[config.mk]
export PLATFORM = sky130hd
export DESIGN_NAME = lics_sequencer
export DESIGN_NICKNAME = d
export VERILOG_FILES = /design/src/lics_pkg.sv /design/src/lics_sync.sv /design/src/lics_divider.sv /design/src/lics_sequencer.sv
export SDC_FILE = /design/constraint.sdc
export NUM_CORES = 1
export LEC_CHECK = 0
export BUFFER_PORTS_ARGS = -buffer_cell sky130_fd_sc_hd__buf_2
export CAP_MARGIN = 20
export CORE_MARGIN = 5
export CORE_UTILIZATION = 60
export CTS_CLUSTER_DIAMETER = 40
export DETAILED_ROUTE_END_ITERATION = 10
export GPL_ROUTABILITY_DRIVEN = 0
export HOLD_SLACK_MARGIN = 0.08
export PLACE_DENSITY_LB_ADDON = 0.15
export SLEW_MARGIN = 20
export SYNTH_ARGS = -nofsm -noshare
export SYNTH_HDL_FRONTEND = slang
export SYNTH_SLANG_ARGS = --single-unit
[constraint.sdc]
create_clock -name mclk -period 5.5 [get_ports mclk]
set_input_delay 0 -clock mclk [delete_from_list [all_inputs] [get_ports mclk]]
set_output_delay 0 -clock mclk [all_outputs]
set_load 0.03 [all_outputs]
[src/lics_pkg.sv]
package lics_pkg;

  // Charge cycle states.
  typedef enum logic [3:0] {
    LICS_SHUTDOWN = 4'h0,
    LICS_STANDBY = 4'h1,
    LICS_PRECOND = 4'h2,
    LICS_CONST_CUR = 4'h3,
    LICS_CONST_VOLT = 4'h4,
    LICS_COMPLETE = 4'h5,
    LICS_TIMER_FAULT = 4'h6,
    LICS_TEMP_FAULT = 4'h7,
    LICS_BREAK = 4'h8
  } lics_state_t;

  // Safety timer period options.
  typedef enum logic [1:0] {
    LICS_TMR_OFF = 2'h0,
    LICS_TMR_4H = 2'h1,
    LICS_TMR_6H = 2'h2,
    LICS_TMR_8H = 2'h3
  } lics_tmr_opt_t;

  // Regulation voltage options.
  typedef enum logic [1:0] {
    LICS_VREG_420 = 2'h0,
    LICS_VREG_435 = 2'h1,
    LICS_VREG_440 = 2'h2,
    LICS_VREG_450 = 2'h3
  } lics_vreg_t;

  // Current setting chosen for the pass path.
  typedef enum logic [1:0] {
    LICS_ISET_AC = 2'h0,
    LICS_ISET_USB_1UL = 2'h1,
    LICS_ISET_USB_5UL = 2'h2,
    LICS_ISET_NONE = 2'h3
  } lics_iset_t;

  // Comparator results from the analog front end, all active high.
  typedef struct packed {
    logic ac_uvlo_ok;
    logic usb_uvlo_ok;
    logic supply_above_bat;
    logic battery_present;
    logic bat_below_precond;
    logic bat_at_vreg;
    logic bat_below_recharge;
    logic term_current_low;
    logic battery_temp_sense_pin_in_window;
    logic die_overtemp;
  } lics_cmp_t;

  // Decoded current-set pins.
  typedef struct packed {
    logic ac_set_high_z;
    logic ac_set_floating;
    logic usb_rate_high;
    logic usb_rate_floating;
  } lics_pins_t;

  localparam int LICS_CMP_W = 10;
  localparam int LICS_PIN_W = 4;
  localparam int LICS_CLK_HZ = 40000000;
  localparam int LICS_TERM_FILTER_MS = 1;
  localparam int LICS_TERM_FILTER_CYC = LICS_CLK_HZ / 1000 * LICS_TERM_FILTER_MS;
  localparam int LICS_TICK_CYC = LICS_CLK_HZ;
  localparam int LICS_TMR_4H_S = 14400;
  localparam int LICS_TMR_6H_S = 21600;
  localparam int LICS_TMR_8H_S = 28800;
  localparam int LICS_TMR_W = 15;
  localparam int LICS_BREAK_CYC = 4;
  localparam lics_state_t LICS_STATE_RST = LICS_SHUTDOWN;

endpackage

[src/lics_sync.sv]
`timescale 1ns/10ps
module lics_sync #(
  parameter int WIDTH = 1
) (
  // Clock and reset.
  input wire logic mclk,
  input wire logic rst,
  // Data.
  input wire logic [WIDTH-1:0] d,
  output logic [WIDTH-1:0] q
);

  logic [WIDTH-1:0] meta;

  always_ff @(posedge mclk or posedge rst)
  begin
    if (rst)
    begin
      meta <= '0;
      q <= '0;
    end
    else
    begin
      meta <= d;
      q <= meta;
    end
  end

endmodule

[src/lics_divider.sv]
`timescale 1ns/10ps
module lics_divider #(
  parameter int DIV = 40000000
) (
  // Clock and reset.
  input wire logic mclk,
  input wire logic rst,
  // Run enable and tick.
  input wire logic run,
  output logic tick
);

  localparam int CW = $clog2(DIV + 1);

  logic [CW-1:0] count;
  wire logic at_end = (count == CW'(DIV - 1));

  always_ff @(posedge mclk or posedge rst)
  begin
    if (rst)
    begin
      count <= '0;
      tick <= 1'b0;
    end
    else
    begin
      tick <= run && at_end;
      if (!run)
        count <= count;
      else if (at_end)
        count <= '0;
      else
        count <= count + CW'(1);
    end
  end

endmodule

[src/lics_sequencer.sv]
// Function
// Shutdown while the selected supply is below its lockout threshold.
// With battery present, stay off until supply exceeds battery by 100 mV.
// Lockout is checked every cycle and forces shutdown at once.
// USB is used when AC is absent; AC wins when both valid.
// A source change opens the old path before closing the new one.
// A source change neither resets nor pauses the safety timer.
// A cycle starts only with lockout passed and battery or load present.
// AC set pin above 70 kilo-ohms shuts down; floating gives standby.
// USB rate select low is one unit load, high five; floating gives standby.
// Safety timer runs while the enable input is low, stops while high.
// Timer period is a build option: off, four, six or eight hours.
// Battery below precondition threshold enters preconditioning at reduced current.
// Battery above precondition threshold moves on to constant current.
// Entering constant current resets the timer; stay until regulation voltage.
// Timer expiry flags a fault held until battery, pin or power removed. Here only constant current flags it; expiry in precondition is ignored.
// After a fault, battery or pin removal gives standby until restored.
// Power loss shuts down; return of power restarts the normal sequence.
// At regulation voltage enter constant voltage; target is a build option.
// In constant voltage, low current or timer expiry latches off, complete.
// The termination comparator is filtered for 1 ms before it acts.
// In charge complete, battery below recharge threshold starts a new cycle.
// Suspend while die exceeds 150 C; resume after about 10 C cooling.
// Thermistor out of window opens the pass path and freezes the timer.
// Status and power-good outputs are low or released by a fixed table.
// Inputs are synchronised; reset gives shutdown with the timer cleared.
// The timer advances on a prescaled tick only while enabled and charging.
`timescale 1ns/10ps
module lics_sequencer #(
  parameter lics_pkg::lics_tmr_opt_t TIMER_OPT = lics_pkg::LICS_TMR_6H,
  parameter lics_pkg::lics_vreg_t VREG_OPT = lics_pkg::LICS_VREG_420,
  parameter int TICK_CYC = lics_pkg::LICS_TICK_CYC,
  parameter int FILTER_CYC = lics_pkg::LICS_TERM_FILTER_CYC
) (
  // Clock and reset.
  input wire logic mclk,
  input wire logic rst,
  // Analog comparator results and pin decodes.
  input wire lics_pkg::lics_cmp_t cmp_in,
  input wire lics_pkg::lics_pins_t pins_in,
  input wire logic safety_timer_enable_n,
  // Power path control.
  output logic ac_path_on,
  output logic usb_path_on,
  output lics_pkg::lics_iset_t current_setting,
  output logic precond_current,
  output logic cv_regulate,
  output lics_pkg::lics_vreg_t vreg_select,
  // Open-drain status pins, output enable low while the pin is pulled low.
  output logic charge_status_out_a_oe_n,
  output logic charge_status_out_b_oe_n,
  output logic input_power_good_out_oe_n,
  // Observed state.
  output lics_pkg::lics_state_t charge_state,
  output logic timer_fault
);

  localparam int FW = $clog2(FILTER_CYC + 1);

  lics_pkg::lics_cmp_t cmp;
  lics_pkg::lics_pins_t pins;
  logic tmr_en_n;
  lics_pkg::lics_state_t state;
  lics_pkg::lics_state_t next_state;
  lics_pkg::lics_state_t resume_state;
  logic [lics_pkg::LICS_TMR_W-1:0] timer;
  logic [FW-1:0] filt_count;
  logic term_filtered;
  logic src_ac;
  logic [2:0] break_count;
  logic tick;

  // All three input bundles share one synchroniser so the decodes stay coherent.
  lics_sync #(.WIDTH(lics_pkg::LICS_CMP_W + lics_pkg::LICS_PIN_W + 1)) u_sync (
    .mclk(mclk),
    .rst(rst),
    .d({cmp_in, pins_in, safety_timer_enable_n}),
    .q({cmp, pins, tmr_en_n})
  );

  function automatic logic is_charging(input lics_pkg::lics_state_t s);
    is_charging = (s == lics_pkg::LICS_PRECOND) || (s == lics_pkg::LICS_CONST_CUR)
      || (s == lics_pkg::LICS_CONST_VOLT) || (s == lics_pkg::LICS_BREAK);
  endfunction

  // States in which a pass path may be closed; the switch-over gap is not one of them.
  function automatic logic is_feeding(input lics_pkg::lics_state_t s);
    is_feeding = (s == lics_pkg::LICS_PRECOND) || (s == lics_pkg::LICS_CONST_CUR)
      || (s == lics_pkg::LICS_CONST_VOLT);
  endfunction

  // A disabled option gets the top count, which a stopped timer never reaches.
  function automatic logic [lics_pkg::LICS_TMR_W-1:0] timer_limit(
    input lics_pkg::lics_tmr_opt_t opt);
    case (opt)
      lics_pkg::LICS_TMR_4H: timer_limit = 15'(lics_pkg::LICS_TMR_4H_S);
      lics_pkg::LICS_TMR_6H: timer_limit = 15'(lics_pkg::LICS_TMR_6H_S);
      lics_pkg::LICS_TMR_8H: timer_limit = 15'(lics_pkg::LICS_TMR_8H_S);
      default: timer_limit = '1;
    endcase
  endfunction

  // Source choice: AC has priority whenever it is valid.
  wire logic want_ac = cmp.ac_uvlo_ok;
  wire logic any_supply = cmp.ac_uvlo_ok || cmp.usb_uvlo_ok;
  // Lockout also needs headroom over the battery, checked every cycle.
  wire logic lockout = !any_supply || !cmp.supply_above_bat;
  wire logic pin_off = want_ac ? pins.ac_set_high_z && !pins.ac_set_floating : 1'b0;
  wire logic pin_float = want_ac ? pins.ac_set_floating : pins.usb_rate_floating;
  wire logic qualified = !pin_float && cmp.battery_present;
  wire logic suspend = !cmp.battery_temp_sense_pin_in_window || cmp.die_overtemp;
  wire logic timer_on = (TIMER_OPT != lics_pkg::LICS_TMR_OFF) && !tmr_en_n;
  wire logic expired = timer_on && (timer >= timer_limit(TIMER_OPT));
  wire logic src_change = is_charging(state) && (want_ac != src_ac);
  wire logic timer_run = timer_on && is_charging(state);
  wire logic [FW-1:0] filt_max = FW'(FILTER_CYC);
  wire logic break_done = (break_count == 3'(lics_pkg::LICS_BREAK_CYC - 1));

  lics_divider #(.DIV(TICK_CYC)) u_div (
    .mclk(mclk),
    .rst(rst),
    .run(timer_run),
    .tick(tick)
  );

  always_comb
  begin
    next_state = state;
    if (lockout || pin_off)
      next_state = lics_pkg::LICS_SHUTDOWN;
    else
    begin
      case (state)
        lics_pkg::LICS_SHUTDOWN: next_state = lics_pkg::LICS_STANDBY;
        lics_pkg::LICS_STANDBY:
          if (qualified)
            next_state = cmp.bat_below_precond ? lics_pkg::LICS_PRECOND
              : lics_pkg::LICS_CONST_CUR;
        lics_pkg::LICS_PRECOND:
          if (!qualified)
            next_state = lics_pkg::LICS_STANDBY;
          else if (suspend)
            next_state = lics_pkg::LICS_TEMP_FAULT;
          else if (src_change)
            next_state = lics_pkg::LICS_BREAK;
          else if (!cmp.bat_below_precond)
            next_state = lics_pkg::LICS_CONST_CUR;
        lics_pkg::LICS_CONST_CUR:
          if (!qualified)
            next_state = lics_pkg::LICS_STANDBY;
          else if (suspend)
            next_state = lics_pkg::LICS_TEMP_FAULT;
          else if (expired)
            next_state = lics_pkg::LICS_TIMER_FAULT;
          else if (src_change)
            next_state = lics_pkg::LICS_BREAK;
          else if (cmp.bat_at_vreg)
            next_state = lics_pkg::LICS_CONST_VOLT;
        lics_pkg::LICS_CONST_VOLT:
          if (!qualified)
            next_state = lics_pkg::LICS_STANDBY;
          else if (suspend)
            next_state = lics_pkg::LICS_TEMP_FAULT;
          else if (term_filtered || expired)
            next_state = lics_pkg::LICS_COMPLETE;
          else if (src_change)
            next_state = lics_pkg::LICS_BREAK;
        lics_pkg::LICS_COMPLETE:
          if (!qualified)
            next_state = lics_pkg::LICS_STANDBY;
          else if (cmp.bat_below_recharge)
            next_state = cmp.bat_below_precond ? lics_pkg::LICS_PRECOND
              : lics_pkg::LICS_CONST_CUR;
        lics_pkg::LICS_TIMER_FAULT:
          if (!qualified)
            next_state = lics_pkg::LICS_STANDBY;
        lics_pkg::LICS_TEMP_FAULT:
          if (!qualified)
            next_state = lics_pkg::LICS_STANDBY;
          else if (!suspend)
            next_state = resume_state;
        lics_pkg::LICS_BREAK:
          if (!qualified)
            next_state = lics_pkg::LICS_STANDBY;
          else if (break_done)
            next_state = resume_state;
        default: next_state = lics_pkg::LICS_SHUTDOWN;
      endcase
    end
  end

  wire logic entering_cc = (next_state == lics_pkg::LICS_CONST_CUR)
    && (state != lics_pkg::LICS_CONST_CUR) && (state != lics_pkg::LICS_TEMP_FAULT)
    && (state != lics_pkg::LICS_BREAK);
  wire logic path_on = is_feeding(next_state);
  // An enable of zero pulls a status pin low; a one releases it.
  wire logic next_a = !is_feeding(next_state);
  wire logic next_b = (next_state != lics_pkg::LICS_COMPLETE);
  wire logic next_pg = (next_state == lics_pkg::LICS_SHUTDOWN);
  wire lics_pkg::lics_iset_t next_iset = !path_on ? lics_pkg::LICS_ISET_NONE
    : src_ac ? lics_pkg::LICS_ISET_AC
    : pins.usb_rate_high ? lics_pkg::LICS_ISET_USB_5UL : lics_pkg::LICS_ISET_USB_1UL;

  // Both paths are judged on the next state, so they open on the edge the state leaves
  // charging and a source change never leaves the old path closed for a cycle.
  wire logic next_ac_path = path_on && src_ac && !src_change;
  wire logic next_usb_path = path_on && !src_ac && !src_change;
  wire logic next_precond = (next_state == lics_pkg::LICS_PRECOND);
  wire logic next_cv = (next_state == lics_pkg::LICS_CONST_VOLT);
  wire logic next_tfault = (next_state == lics_pkg::LICS_TIMER_FAULT);
  // Source latches only while no path is closed, so paths never overlap.
  wire logic src_latch = (next_state == lics_pkg::LICS_BREAK) || !is_charging(state);
  wire logic in_break = (state == lics_pkg::LICS_BREAK);
  // A stale count from a finished cycle must never cut a fresh one short.
  wire logic timer_clear = entering_cc || (next_state == lics_pkg::LICS_SHUTDOWN)
    || (next_state == lics_pkg::LICS_STANDBY);
  wire logic timer_step = tick && !expired && !suspend;
  wire logic filt_restart = !cmp.term_current_low || (state != lics_pkg::LICS_CONST_VOLT);

  always_ff @(posedge mclk or posedge rst)
  begin
    if (rst)
    begin
      state <= lics_pkg::LICS_STATE_RST;
      resume_state <= lics_pkg::LICS_STATE_RST;
      src_ac <= 1'b0;
      break_count <= '0;
    end
    else
    begin
      state <= next_state;
      if (state != lics_pkg::LICS_BREAK && state != lics_pkg::LICS_TEMP_FAULT)
        resume_state <= state;
      if (src_latch)
        src_ac <= want_ac;
      break_count <= in_break ? break_count + 3'h1 : 3'h0;
    end
  end

  // Timer freezes across suspend and keeps running through switch-over; cleared on entry to constant current and in shutdown or standby.
  always_ff @(posedge mclk or posedge rst)
  begin
    if (rst)
      timer <= '0;
    else if (timer_clear)
      timer <= '0;
    else if (timer_step)
      timer <= timer + 15'h1;
  end

  // A held comparator must stay high for the full window; any glitch restarts it.
  always_ff @(posedge mclk or posedge rst)
  begin
    if (rst)
    begin
      filt_count <= '0;
      term_filtered <= 1'b0;
    end
    else if (filt_restart)
    begin
      filt_count <= '0;
      term_filtered <= 1'b0;
    end
    else if (filt_count != filt_max)
      filt_count <= filt_count + FW'(1);
    else
      term_filtered <= 1'b1;
  end

  always_ff @(posedge mclk or posedge rst)
  begin
    if (rst)
    begin
      ac_path_on <= 1'b0;
      usb_path_on <= 1'b0;
      current_setting <= lics_pkg::LICS_ISET_NONE;
      precond_current <= 1'b0;
      cv_regulate <= 1'b0;
      vreg_select <= VREG_OPT;
      charge_status_out_a_oe_n <= 1'b1;
      charge_status_out_b_oe_n <= 1'b1;
      input_power_good_out_oe_n <= 1'b1;
      charge_state <= lics_pkg::LICS_STATE_RST;
      timer_fault <= 1'b0;
    end
    else
    begin
      // Outputs follow the next state, so each changes on the same edge as charge_state.
      ac_path_on <= next_ac_path;
      usb_path_on <= next_usb_path;
      current_setting <= next_iset;
      precond_current <= next_precond;
      cv_regulate <= next_cv;
      vreg_select <= VREG_OPT;
      charge_status_out_a_oe_n <= next_a;
      charge_status_out_b_oe_n <= next_b;
      input_power_good_out_oe_n <= next_pg;
      charge_state <= next_state;
      timer_fault <= next_tfault;
    end
  end

endmodule

Word level (Yosys, flattened, before mapping)

Cells that the tools add are included.
Widths: inputs -> output; s select.

Add/subtract/negate cells: 4
Order comparisons: 1
Equality and inequality tests: 24
Muxes and demuxes: 37
Reductions and logical operators: 47

Operator list:

| kind                  | count |
|---|---|
| $mux 4                | 22 |
| $pmux 4 s9            | 1 |
| $mux 16               | 2 |
| $mux 15               | 2 |
| $add 26x1->26 const B | 1 |
| $eq 26x26->1 const B  | 1 |
| $mux 26               | 1 |
| $eq 4x3->1 const B    | 6 |
| $add 16x1->16 const B | 1 |
| $eq 4x2->1 const B    | 4 |
| $logic_and 1x1->1     | 16 |
| $ne 16x16->1 const B  | 1 |
| $add 15x1->15 const B | 1 |
| $ge 15x15->1 const B  | 1 |
| $logic_or 1x1->1      | 14 |
| $logic_not 1->1       | 13 |
| $ne 4x3->1 const B    | 3 |
| $eq 4x1->1 const B    | 2 |
| $eq 4x4->1 const B    | 2 |
| $logic_not 4->1       | 2 |
| $mux 2                | 3 |
| $mux 1                | 5 |
| $ne 4x2->1 const B    | 1 |
| $ne 4x4->1 const B    | 1 |
| 6 further kinds       | 7 |

Register bits after elaboration: 111
Bits of input ports: 17
Output and inout bits: 16
Logic and storage cells: 133

Logic depth before layout (Yosys ltp)

Depth in word-level cells: 18
Mapped depth: 11

Modules after synthesis

From an unflattened synthesis, not the netlist that was laid out.

Cell total of the unflattened synthesis: 502
Area, all modules: 5,272.6 sq um

By module, submodules not included:

| module         | instances | cells each | area an instance (sq um) | sequential area each (sq um) |
|---|---|---|---|---|
| lics_sequencer | 1         | 338        | 3,124.2                  | 1,357.6 |
| lics_divider   | 1         | 133        | 1,393.8                  | 675.6 |
| lics_sync      | 1         | 31         | 754.5                    | 750.7 |

Worst setup path before layout

No wires, ideal clock.

Kind: reg2reg
Start: register charge_state[0] (netlist name)
End: register timer[0] (netlist bit)
Setup time: 0.119 ns
Data arrival time: 2.219 ns
Data required time: 5.381 ns
Setup slack: 3.162 ns
Cell stages (with the launch flop): 10
Path buffers: 2
Cell sequence: dfrtp_1 > buf_4 > inv_2 > maj3_2 > a222oi_1 > o221a_2 > a21oi_1 > a21oi_2 > buf_4 > nor2_1

RTL lines:

| item                 | RTL line              | text |
|---|---|---|
| to (signal assigned) | lics_sequencer.sv:248 | `timer <= timer + 15'h1;` |
| to (decl)            | lics_sequencer.sv:66  | `logic [lics_pkg::LICS_TMR_W-1:0] timer;` |

==> impl_metrics.csv <==
group,metric,value,unit
grt,grt_pass1_wl,17.0,mm
timing,rsz0062_at_grt,"no",
setup_path,arrival,3130,ps
final_layout,area_growth_syn_to_layout,11.1,%
cts,tritoncts,"done",
cts,htreeDepth,3,
setup_path,crit_type,"reg -> reg",
detailed_routing,drt_iter0_markers,178,
die,die_h,102,µm
die,core,8260,µm²
timing,finalSetupViolations,0,
grt,grt_pass1_vias,3549,
final_layout,multi_input_area,2160,µm²
die,die-area,10400,µm²
flow_run,cap_viol_max_count,0,
cts,postCtsResizedCells,0,
timing,fin_skew,6.44,ps
logic_synthesis,syn-cell-area,5090,µm²
cts,clock-root-buffer,"clkbuf_8",
setup_path,startpoint_type,"register",
setup_path,cp_max_fo,21,
detailed_routing,dr.pass1.iters,5,
die,start_util,0.617,
setup_path,cp.required,5740,ps
grt,antenna_found_initial,0,
status,status,"completed",
detailed_routing,postRouteAntennaNets,0,
detailed_routing,num_vias,3624,
power,powerDensity,248,nW/µm²
cts,cts_max_path_buffers,2,
logic_synthesis,syn_inst,490,
final_layout,final-seq-area,2780,µm²
placement,hpwl,6.71,mm
timing,relSlewSlack,0.497,
logic_synthesis,yosysTopAreaCellShare,0.521,
logic_synthesis,synth_warnings,0,
setup_path,startpoint,"charge_state[0]",
final_layout,nets,557,
detailed_routing,drc,0,
logic_synthesis,synth_ff_type,"dfrtp_1",
power,ir_drop,215,µV
die,rows,33,
setup_path,cp-end-kind,"register",
logic_synthesis,synth_area_leaders,"dfrtp_1 52%, nor2_1 5.6%, xnor2_1 4.8%",
detailed_routing,via_per_inst,5.64,
placement,io_buffers,30,
power,leakage,2.43,nW
detailed_routing,wire_per_inst,15.3,µm
timing,layout_min_cycle_time,2900,ps
timing,hold_viol_final,0,
final_layout,antenna_cells,0,
logic_synthesis,yosys_register_bits,111,
grt,grt_overflow,0,
logic_synthesis,yosysSeqAreaShare,0.546,
min_path,hp-class,"in -> async",
die,chipWidth,102,µm
logic_synthesis,async_reset_ff_frac,1.00,
grt,grtUsageTotal,0.207,
cts,clk_pin_slew,100,ps
grt,grt_max_degree,90,
logic_synthesis,synth_top_area_cell,"dfrtp_1",
timing,slew_viol_final,0,
setup_path,r2r_start,"charge_state[0]",
logic_synthesis,synth.avg_cell_area,10.4,µm²
logic_synthesis,synth_edf_count,0,
final_layout,fillers,649,
timing,fin_setup_tns,0,ps
cts,numCtsBuffers,9,
timing,period_share,0.527,
final_layout,post-route-util,0.685,
timing,max_freq,345,MHz
logic_synthesis,yosys.cell_types.count,65,
final_layout,layout-drive-gt1-share,0.130,
timing,worstMarginPinSlew,755,ps
detailed_routing,routed_wirelength,9.81,mm
die,io_pins,33,
cts,clk_latency,380,ps
cts,clock_sinks,111,
registers in the layout, indices dropped and copies added, names as in the netlist, 2 cells and up:
register and count:
filt_count 16, resume_state 4, u_sync.meta 15, charge_state 4, current_setting 2, u_sync.q 15
u_div.count 26, timer 15, break_count 3
metal layers:
layer / part of all wire / track usage / vias up
li1: - / - / 1755
met1: 0.44 / 0.282 / 1768
met2: 0.49 / 0.325 / 86
met3: 0.052 / 0.0601 / 15
met4: 0.017 / 0.0605 / 0
met5: 0 / 0 / -
layout make-up:
type	instances	share of cell area
clock inverter	5	0.00906
inverter	19	0.0130
multi-input combinational	345	0.381
clock buffer	11	0.0250
timing repair buffer	47	0.0568
sequential	111	0.492
tap	105	0.0232
cells in the mapped netlist (11+ instances only):
cell type  instances
nand3_1           22
nand2_1           32
nor2_1            76
dfrtp_1          106
inv_1             17
xor2_1            23
xnor2_1           28
o21ai_0           16
and3_1            11
a21oi_1           14
nand4_1           12
where the power goes:
part           leakage, nW  switching (W)  internal (W)
clock               0.0973       0.000283      0.000186
sequential            1.46      0.0000177      0.000837
combinational        0.874      0.0000500     0.0000317
cell families after synthesis:
group,after synthesis,share of synthesized area
AO/OA/AOI/OAI,71,0.101
flip-flops,111,0.546
AND/OR/NAND/NOR,209,0.205
adder cells (fa/ha/maj),8,0.0194
other,1,0.000736
XOR/XNOR,51,0.0877
multiplexers,4,0.00835
buffers and inverters,35,0.0309
metrics by stage:
step | power, W | hold slack (ps) | area [µm²] | instances | setup WS [ps]
2_1_floorplan | 0.000920 | 31.4 | 5100 | 491 | 2580
3_3_place_gp | 0.000941 | -27.4 | 5300 | 611 | 2800
3_5_place_dp | 0.000943 | -23.5 | 5300 | 611 | 2660
4_1_cts | 0.00143 | 97.8 | 5660 | 643 | 2640
5_1_grt | 0.00148 | 123 | 5660 | 643 | 2380
6_report | 0.00140 | 117 | 5660 | 643 | 2600
critical path, stage by stage, from the launching register on:
cell      delay (ps)
dfrtp_1          760
inv_2            160
maj3_2           360
a222oi_1         380
o221a_2          300
a21oi_1          120
a21oi_2          540
nor2_1           130
layout by cell type, fill, tap and decap left out, types with 2 or more instances in the layout:
master	n
xor2_1	23
xnor2_1	28
clkinv_4	2
dlygate4sd3_1	16
o31ai_1	2
nand2b_1	10
nand3_1	22
a21oi_2	2
nor4b_2	2
clkbuf_8	10
nand2_1	32
conb_1	2
a32o_1	2
nor2_1	76
inv_1	16
nor2b_1	7
inv_2	2
a21o_1	2
a222oi_1	2
mux2i_1	2
nor3_1	10
and4_1	3
or2_2	2
nand4_1	12
and2_1	6
or3_1	4
dfstp_2	5
ha_1	7
a31oi_1	5
a211oi_1	2
o21ai_0	16
a22o_1	2
dfrtp_1	106
inv_6	2
o21ai_1	5
buf_2	30
a21oi_1	14
nor4_1	5
and3_1	11
path summary, 6_finish.rpt:
| kind | to | slack (ps) | depth (start not counted) |
|---|---|---|---|
| setup reg to reg | timer[14] | 2600 | 7 |
| max in group asynchronous | charge_state[0] | 4360 | 4 |
| min in group mclk | u_sync.meta[7] | 260 | 2 |
| hold / removal | u_sync.meta[14] | 120 | 3 |
| hold reg to reg | u_sync.q[12] | 360 | 0 |
| setup / recovery | timer[14] | 2600 | 7 |
timing repair:
| action | CTS | global route |
|---|---|---|
| setup buffers | 0 | 0 |
| endpoints found under the hold margin | 37 | 0 |
| hold buffers | 16 | 0 |
Power figures use the tool's default switching activity.
